<file path="config.mk">
export PLATFORM = sky130hd
export DESIGN_NAME = rcw_cfg_ref_sel
export DESIGN_NICKNAME = d
export VERILOG_FILES = /design/src/rtl/rcw_pkg.sv /design/src/rtl/rcw_word_reg.sv /design/src/rtl/rcw_cfg_ref_sel.sv
export SDC_FILE = /design/constraint.sdc
export NUM_CORES = 1
export LEC_CHECK = 0
export BUFFER_PORTS_ARGS = -buffer_cell sky130_fd_sc_hd__buf_2
export CAP_MARGIN = 20
export CELL_PAD_IN_SITES_DETAIL_PLACEMENT = 1
export CELL_PAD_IN_SITES_GLOBAL_PLACEMENT = 2
export CORE_MARGIN = 3
export CORE_UTILIZATION = 35
export CTS_CLUSTER_DIAMETER = 100
export CTS_CLUSTER_SIZE = 12
export DETAILED_ROUTE_END_ITERATION = 10
export PLACE_DENSITY_LB_ADDON = 0.1
export SKIP_CTS_REPAIR_TIMING = 1
export SLEW_MARGIN = 20
export SYNTH_ARGS = -nofsm -noshare
export SYNTH_HDL_FRONTEND = slang
export SYNTH_HIERARCHICAL = 1
export SYNTH_SLANG_ARGS = --single-unit
</file>
<file path="constraint.sdc">
create_clock -name i_core_clk -period 2.1 [get_ports i_core_clk]
set_input_delay 0.42 -clock i_core_clk [delete_from_list [all_inputs] [get_ports i_core_clk]]
set_output_delay 0.42 -clock i_core_clk [all_outputs]
set_load 0.02 [all_outputs]
</file>
<file path="src/rtl/rcw_pkg.sv">
// shared constants for the configuration word and reference select block
package rcw_pkg;
   localparam logic [7:0]  RCW_ADDR_CFG      = 8'h0A;
   localparam logic [7:0]  RCW_ADDR_NV_REF   = 8'h0F;
   localparam logic [7:0]  RCW_ADDR_VLIM     = 8'h10;
   localparam logic [7:0]  RCW_ADDR_RAM_REF  = 8'h31;
   localparam logic [15:0] RCW_CFG_RESET     = 16'h1F34;
   localparam logic [15:0] RCW_NV_REF_RESET  = 16'h4000;
   localparam logic [15:0] RCW_VLIM_RESET    = 16'h1200;
   localparam logic [15:0] RCW_USED_MASK     = 16'h5FF6;
   localparam int          RCW_B_OFFSET      = 2;
   localparam int          RCW_B_JUMPER      = 4;
   localparam int          RCW_B_APO_INV     = 5;
   localparam int          RCW_B_FORCE_3PH   = 6;
   localparam int          RCW_B_RAM_CTRL    = 7;
   localparam int          RCW_B_VOLTAGE_SETPOINT_KNOB_TRIM   = 8;
   localparam int          RCW_B_STABILITY_KNOB_TRIM   = 9;
   localparam int          RCW_B_HZ_TRIM     = 10;
   localparam int          RCW_B_AMP_TRIM    = 11;
   localparam int          RCW_B_EXT_IN      = 12;
   localparam int          RCW_B_60HZ        = 14;
   localparam int          RCW_B_PERIODIC    = 1;

   // reference source, gray coded
   typedef enum logic [1:0] {
      RCW_SRC_ANA_FREE = 2'b00,
      RCW_SRC_ANA_SAT  = 2'b01,
      RCW_SRC_RAM      = 2'b11,
      RCW_SRC_NV       = 2'b10
   } rcw_src_t;
endpackage

</file>
<file path="src/rtl/rcw_word_reg.sv">
// one 16-bit host-writable storage word with reset value
`timescale 1ns/10ps
module rcw_word_reg
   import rcw_pkg::*;
#(
   parameter logic [15:0] RESET_VAL = 16'h0000
)(
   input  wire logic        i_core_clk,
   input  wire logic        i_nrst,
   input  wire logic        i_we,
   input  wire logic [15:0] i_wdata,
   output logic      [15:0] o_q
);
   typedef struct packed {
      logic [15:0] q;
   } rcw_wr_t;

   rcw_wr_t st;
   rcw_wr_t next_st;

   always_comb begin
      next_st = st;
      if (i_we) begin
         next_st.q = i_wdata;
      end
   end

   always_ff @(posedge i_core_clk or negedge i_nrst) begin
      if (!i_nrst) begin
         st.q <= RESET_VAL;
      end else begin
         st <= next_st;
      end
   end

   assign o_q = st.q;
endmodule

</file>
<file path="src/rtl/rcw_cfg_ref_sel.sv">
// configuration word decode and output voltage reference selection
//
// Operation
// RULE1: each configuration bit set enables its function, clear disables it
// RULE2: host computes a whole word as the sum of enabled bit weights
// RULE3: word resets to bits 2,4,5,8-12 set, value 7988
// RULE4: bit 2 enables offset compensation, only with single-phase sensing
// RULE5: bit 4 enables sampling of the 50/60 Hz jumper
// RULE6: with jumper disabled bit 14 selects 60 Hz, else 50 Hz
// RULE7: bit 12 enables analogue input; clear selects a digital reference
// RULE8: analogue enabled with bit 7 set saturates at the input limit
// RULE9: saturating and analogue link lost drives the variation-limit maximum
// RULE10: analogue off, bit 7 clear uses the stored nonvolatile reference
// RULE11: volatile location loads from and tracks nonvolatile reference
// RULE12: volatile writes ignored while the nonvolatile source is selected
// RULE13: analogue off, bit 7 set uses the software-written volatile location
// RULE14: bits 0,3,13,15 stored and read back but decode nothing
// RULE15: bit 5 inverts alarm contact, bit 6 forces three-phase sensing
// RULE16: word sits at parameter address 10, host readable and writable
`timescale 1ns/10ps
module rcw_cfg_ref_sel
   import rcw_pkg::*;
(
   input  wire logic        i_core_clk,
   input  wire logic        i_nrst,
   input  wire logic [7:0]  i_addr,
   input  wire logic        i_wr,
   input  wire logic        i_rd,
   input  wire logic [15:0] i_wdata,
   input  wire logic        i_nv_we,
   input  wire logic [15:0] i_nv_wdata,
   input  wire logic        i_jumper_60hz,
   input  wire logic        i_three_phase_seen,
   input  wire logic        i_ext_link_ok,
   input  wire logic        i_ext_at_limit,
   input  wire logic [15:0] i_ext_value,
   input  wire logic        i_alarm_active,
   output logic      [15:0] o_rdata,
   output logic             o_rvalid,
   output logic      [15:0] o_cfg_word,
   output logic      [15:0] o_voltage_ref,
   output logic      [1:0]  o_ref_source,
   output logic             o_ref_saturated,
   output logic             o_rated_60hz,
   output logic             o_offset_comp_en,
   output logic             o_three_phase,
   output logic             o_alarm_output_contact,
   output logic             o_periodic_var_en,
   output logic             o_voltage_setpoint_knob_en,
   output logic             o_stability_knob_en,
   output logic             o_freq_knob_en,
   output logic             o_overexcitation_knob_en
);
   typedef struct packed {
      logic [15:0] ram_ref;
      logic [15:0] rdata;
      logic        rvalid;
      logic [15:0] vref;
      logic [1:0]  src;
      logic        sat;
      logic        hz60;
      logic        ofs;
      logic        ph3;
      logic        alarm_output_contact;
   } rcw_st_t;

   rcw_st_t     st;
   rcw_st_t     next_st;
   logic [15:0] cfg;
   logic [15:0] nv_ref;
   logic [15:0] vlim;
   logic        cfg_we;
   logic        nvref_we;
   logic [15:0] nvref_wd;

   // host write at address 10, or nonvolatile restore path
   assign cfg_we   = i_wr && (i_addr == RCW_ADDR_CFG); // see RULE16
   assign nvref_we = i_nv_we || (i_wr && (i_addr == RCW_ADDR_NV_REF));
   assign nvref_wd = i_nv_we ? i_nv_wdata : i_wdata;

   rcw_word_reg #(
      .RESET_VAL (RCW_CFG_RESET) // see RULE3
   ) u_cfg (
      .i_core_clk (i_core_clk),
      .i_nrst     (i_nrst),
      .i_we       (cfg_we),
      .i_wdata    (i_wdata),     // see RULE14
      .o_q        (cfg)
   );

   rcw_word_reg #(
      .RESET_VAL (RCW_NV_REF_RESET)
   ) u_nvref (
      .i_core_clk (i_core_clk),
      .i_nrst     (i_nrst),
      .i_we       (nvref_we),
      .i_wdata    (nvref_wd),
      .o_q        (nv_ref)
   );

   rcw_word_reg #(
      .RESET_VAL (RCW_VLIM_RESET)
   ) u_vlim (
      .i_core_clk (i_core_clk),
      .i_nrst     (i_nrst),
      .i_we       (i_wr && (i_addr == RCW_ADDR_VLIM)),
      .i_wdata    (i_wdata),
      .o_q        (vlim)
   );

   always_comb begin
      logic     ext_en;
      logic     ram_ctl;
      rcw_src_t src;
      ext_en  = 1'b0;
      ram_ctl = 1'b0;
      src     = RCW_SRC_NV;
      next_st = st;

      // only used bits steer behaviour; others just stored
      ext_en  = cfg[RCW_B_EXT_IN];  // see RULE1 see RULE7
      ram_ctl = cfg[RCW_B_RAM_CTRL];

      case ({ext_en, ram_ctl})
         2'b10: begin
            src = RCW_SRC_ANA_FREE;
         end
         2'b11: begin
            src = RCW_SRC_ANA_SAT;  // see RULE8
         end
         2'b01: begin
            src = RCW_SRC_RAM;      // see RULE13
         end
         2'b00: begin
            src = RCW_SRC_NV;       // see RULE10
         end
         default: begin
            src = RCW_SRC_NV;
         end
      endcase
      next_st.src = src;

      // volatile location tracks nv reference unless bit 7 set
      if (!ram_ctl) begin
         next_st.ram_ref = nv_ref;  // see RULE11 see RULE12
      end else if (i_wr && (i_addr == RCW_ADDR_RAM_REF)) begin
         next_st.ram_ref = i_wdata; // see RULE13
      end

      next_st.sat = 1'b0;
      case (src)
         RCW_SRC_ANA_FREE: begin
            next_st.vref = i_ext_value;
         end
         RCW_SRC_ANA_SAT: begin
            // lost link must not collapse the voltage: go to max
            if (!i_ext_link_ok) begin
               next_st.vref = vlim;  // see RULE9
               next_st.sat  = 1'b1;
            end else if (i_ext_at_limit) begin
               next_st.vref = vlim;  // see RULE8
               next_st.sat  = 1'b1;
            end else begin
               next_st.vref = i_ext_value;
            end
         end
         RCW_SRC_RAM: begin
            next_st.vref = st.ram_ref;
         end
         RCW_SRC_NV: begin
            next_st.vref = nv_ref;
         end
         default: begin
            next_st.vref = nv_ref;
         end
      endcase

      // jumper only sampled when bit 4 set
      next_st.hz60 = cfg[RCW_B_JUMPER] ? i_jumper_60hz // see RULE5
                                        : cfg[RCW_B_60HZ]; // see RULE6
      next_st.ph3  = cfg[RCW_B_FORCE_3PH] | i_three_phase_seen; // see RULE15
      next_st.ofs  = cfg[RCW_B_OFFSET] & ~next_st.ph3;          // see RULE4
      next_st.alarm_output_contact  = i_alarm_active ^ cfg[RCW_B_APO_INV];       // see RULE15

      next_st.rvalid = i_rd;
      case (i_addr)
         RCW_ADDR_CFG: begin
            next_st.rdata = cfg;      // see RULE16
         end
         RCW_ADDR_NV_REF: begin
            next_st.rdata = nv_ref;
         end
         RCW_ADDR_VLIM: begin
            next_st.rdata = vlim;
         end
         RCW_ADDR_RAM_REF: begin
            next_st.rdata = st.ram_ref;
         end
         default: begin
            next_st.rdata = 16'h0000;
         end
      endcase
      if (!i_rd) begin
         next_st.rdata = st.rdata;
      end
   end

   always_ff @(posedge i_core_clk or negedge i_nrst) begin
      if (!i_nrst) begin
         st.ram_ref <= RCW_NV_REF_RESET; // see RULE11
         st.rdata   <= 16'h0000;
         st.rvalid  <= 1'b0;
         st.vref    <= RCW_NV_REF_RESET;
         st.src     <= RCW_SRC_ANA_FREE;
         st.sat     <= 1'b0;
         st.hz60    <= 1'b0;
         st.ofs     <= 1'b0;
         st.ph3     <= 1'b0;
         st.alarm_output_contact     <= 1'b0;
      end else begin
         st <= next_st;
      end
   end

   assign o_rdata                    = st.rdata;
   assign o_rvalid                   = st.rvalid;
   assign o_cfg_word                 = cfg;
   assign o_voltage_ref              = st.vref;
   assign o_ref_source               = st.src;
   assign o_ref_saturated            = st.sat;
   assign o_rated_60hz               = st.hz60;
   assign o_offset_comp_en           = st.ofs;
   assign o_three_phase              = st.ph3;
   assign o_alarm_output_contact     = st.alarm_output_contact;
   assign o_periodic_var_en          = cfg[RCW_B_PERIODIC];
   assign o_voltage_setpoint_knob_en = cfg[RCW_B_VOLTAGE_SETPOINT_KNOB_TRIM];
   assign o_stability_knob_en        = cfg[RCW_B_STABILITY_KNOB_TRIM];
   assign o_freq_knob_en             = cfg[RCW_B_HZ_TRIM];
   assign o_overexcitation_knob_en   = cfg[RCW_B_AMP_TRIM];
endmodule

</file>
==> impl_metrics.tcl <==
set metrics [dict create \
    gp_congestion 0.7924 \
    die_h_microns 135.1 \
    fp.dieW_microns 135.1 \
    n_antenna_cell 0 \
    regArea_sq_um 2620 \
    switchingPower_w 0.001411 \
    viasPerCell 5.588 \
    ys_warn_count 6 \
    coreArea_sq_um 16120 \
    start_kind "input port" \
    area_delta_synth_final_pct 14.87 \
    ir_drop_mv 0.4121 \
    worst_slack_ns 0.3890 \
    root_buffer "clkbuf_16" \
    cp.required_ns 2.33 \
    rsz0062_at_grt "no" \
    reg2reg_from "u_cfg/o_q[12]$_DFFE_PN1P_" \
    nNetsFinal 661 \
    dr.pass1.iters 4 \
    layout-drive-gt1-share_pct 43.67 \
    clock_path_buffers 2 \
    place_inst 800 \
    ios 127 \
    hold_class "in -> async" \
    cts_tree "yes" \
    critical-path-max-stage-delay_ns 0.56 \
    rows 46 \
    seqPwrFrac_pct 47.9 \
    grt_pass1_vias 5059 \
    grt_max_degree 43 \
    synth_area_sq_um 5831 \
    wl_per_cell_microns 23.73 \
    rrSetupSlack_ns 0.45 \
    first_iter_violations 192 \
    met3_length_microns 580 \
    slowest_stage "or4b_4" \
    ys_seq_elements 104 \
    antenna_left 0 \
    vias 4560 \
    drc 0 \
    die_area_sq_um 18240 \
    initial_core_util_pct 36.18 \
    antenna_found_initial 0 \
    leakage_nw 2.922 \
    switching_share_pct 28.95 \
    grt_overflow_total 0 \
    met2_length_microns 10380 \
    setup_violations 0 \
    io_buffer_count 126 \
    final_cell_mix "buf_2, dfrtp_1, mux2_2, mux2_4, a31oi_1" \
    crit_arrival_ns 1.94 \
    wl_microns 19360 \
    fin_skew_ns 0.007907 \
    nFillCells 1819 \
    grt_pass1_wl_microns 30050 \
    worst-path-max-fanout 16 \
    h-tree-depth 3 \
    clock.fmax_mhz 584.5 \
    pwr-share-clk_pct 34.8 \
    place_ws_ns 0.01654 \
    tightest_slew_ns 0.8322 \
    period_share_pct 81.48 \
    multi_input_area_sq_um 2576 \
    internal_power_w 0.003464 \
    finalMaxSlewViolations 0 \
    timing.rr.end "o_voltage_ref[6]$_DFF_PN0_" \
    syn_area_per_cell_sq_um 11.02 \
    finalInstanceArea_sq_um 6698 \
    place_area_sq_um 6406 \
    cap_violations 0 \
    layout.cells.non_filler 816 \
    cts.sinks 104 \
    maxUsedRoutingLayer "met4" \
    hold_viol_final 0 \
    power.density_nw_per_um2 727.8 \
    ys_types 44 \
    synthCells 529 \
    dp_hpwl_microns 13560 \
    syn-num-nets 595 \
    insertion_delay_ns 0.35 \
    rr_worst_depth 3 \
    min_period_ns 1.711 \
    numCtsBuffers 9 \
    drt-met1-wl_microns 8036 \
    relSlewSlack_pct 44.46 \
    p_comb_share_pct 17.3 \
    layout_commonest_cell "buf_2" \
    ys_seq_area_share_pct 44.91 \
    path_class "in -> reg" \
    path_cells "buf_2 > or4b_4 > nor4_4 > buf_12 > mux2_2" \
    clk_pin_slew_ns 0.07 \
    outcome "complete, no violations" \
    cp-end-kind "flop" \
    grt.total_usage_pct 21.67 \
]
area by class of cell:
type / instances / share of cell area [%]
Clock buffer: 11 / 3.475
Inverter: 19 / 1.065
Clock inverter: 5 / 0.8780
Tap cell: 216 / 4.035
Timing Repair Buffer: 149 / 12.96
Sequential cell: 104 / 39.12
Multi-Input combinational cell: 312 / 38.46
power groups by stage:
| stage | logic, W | registers [W] | clock network (W) |
|---|---|---|---|
| 6_report | 0.000843 | 0.00234 | 0.00170 |
| 5_1_grt | 0.000924 | 0.00235 | 0.00184 |
| 4_1_cts | 0.000858 | 0.00234 | 0.00174 |
| 3_5_place_dp | 0.000856 | 0.00238 | 0 |
| 3_3_place_gp | 0.000840 | 0.00238 | 0 |
| 2_1_floorplan | 0.000574 | 0.00232 | 0 |
cell usage after synthesis (all sizes together):
cell type / instances / area, sq um
o2bb2ai: 6 / 52.55
and2: 11 / 68.82
and3: 17 / 106.4
nor4b: 1 / 23.77
or4b: 1 / 13.76
nor4: 1 / 6.260
o31ai: 16 / 165.2
nand2b: 2 / 12.51
nand2: 13 / 48.80
nor4bb: 1 / 10.01
clkinv: 1 / 3.750
nor2: 20 / 75.07
a22oi: 16 / 120.1
a211oi: 10 / 75.07
o221ai: 16 / 140.1
nand4: 16 / 100.1
xor2: 1 / 8.760
inv: 18 / 67.56
o2111ai: 16 / 140.1
mux2: 65 / 844.6
a31oi: 26 / 162.7
nand3: 13 / 70.07
nor3: 2 / 10.01
nor2b: 1 / 6.260
a221o: 6 / 60.06
nor3b: 16 / 120.1
or2: 2 / 12.51
o21bai: 1 / 7.510
buf: 53 / 445.4
o21ai: 10 / 50.04
dfstp: 13 / 341.6
a21oi: 6 / 30.03
clkbuf: 41 / 153.9
dfrtp: 91 / 2277
state kept, by name, summed over array words and instances, names as in the netlist:
signal	count
o_voltage_ref	16
o_alarm_output_contact	1
u_vlim/o_q	16
u_nvref/o_q	16
o_rvalid	1
st	16
o_ref_saturated	1
o_rdata	16
o_rated_60hz	1
u_cfg/o_q	16
o_offset_comp_en	1
o_three_phase	1
o_ref_source	2
critical path, delay by kind of cell:
kind                   cells  cell delay [ns]
AND/OR/NAND/NOR            2             0.83
multiplexers               1             0.35
buffers and inverters      2             0.34
cell families (layout without fill, tap and decap cells):
kind of cell    count (synthesis)  in the layout  synth area share [%]
xor+xnor                        1              1                0.1502
flops                         104            104                 44.91
simple gates                  117            117                 11.74
mux                            65             65                 14.48
compound gates                129            129                 17.21
buf+inv                       113            184                 11.50
how the worst max path moves through the flow:
stage / from / endpoint / slack, ns / depth (start not counted)
5_1_grt: i_addr[5] / u_cfg/o_q[13]$_DFFE_PN0P_ / 0.30 / 6
6_report: i_addr[1] / u_vlim/o_q[15]$_DFFE_PN0P_ / 0.39 / 5
3_3_place_gp: i_addr[5] / u_cfg/o_q[13]$_DFFE_PN0P_ / 0.05 / 6
2_1_floorplan: i_addr[2] / u_vlim/o_q[10]$_DFFE_PN0P_ / -0.10 / 8
4_1_cts: i_addr[1] / u_vlim/o_q[15]$_DFFE_PN0P_ / 0.39 / 5
3_5_place_dp: i_addr[1] / u_vlim/o_q[15]$_DFFE_PN0P_ / 0.02 / 5
layer usage:
layer | track usage, % | vias to the layer above
met4 | 5.655 | 0
met3 | 3.428 | 25
met1 | 26.40 | 2387
met5 | 0 | -
li1 | - | 2056
met2 | 39.83 | 92
per-stage QoR:
stage	TNS [ns]	utilization [%]	total power (W)	hold WS (ns)
after global routing	0	41.56	0.005116	0.03945
after floorplan	-0.9491	-	0.002895	0.1244
after global placement	0	39.74	0.003217	0.3967
after CTS	0	41.56	0.004939	0.02603
final	0	41.56	0.004875	0.008729
after detailed placement	0	39.75	0.003234	0.4009
Note: power is estimated with default switching activity, not from simulation.
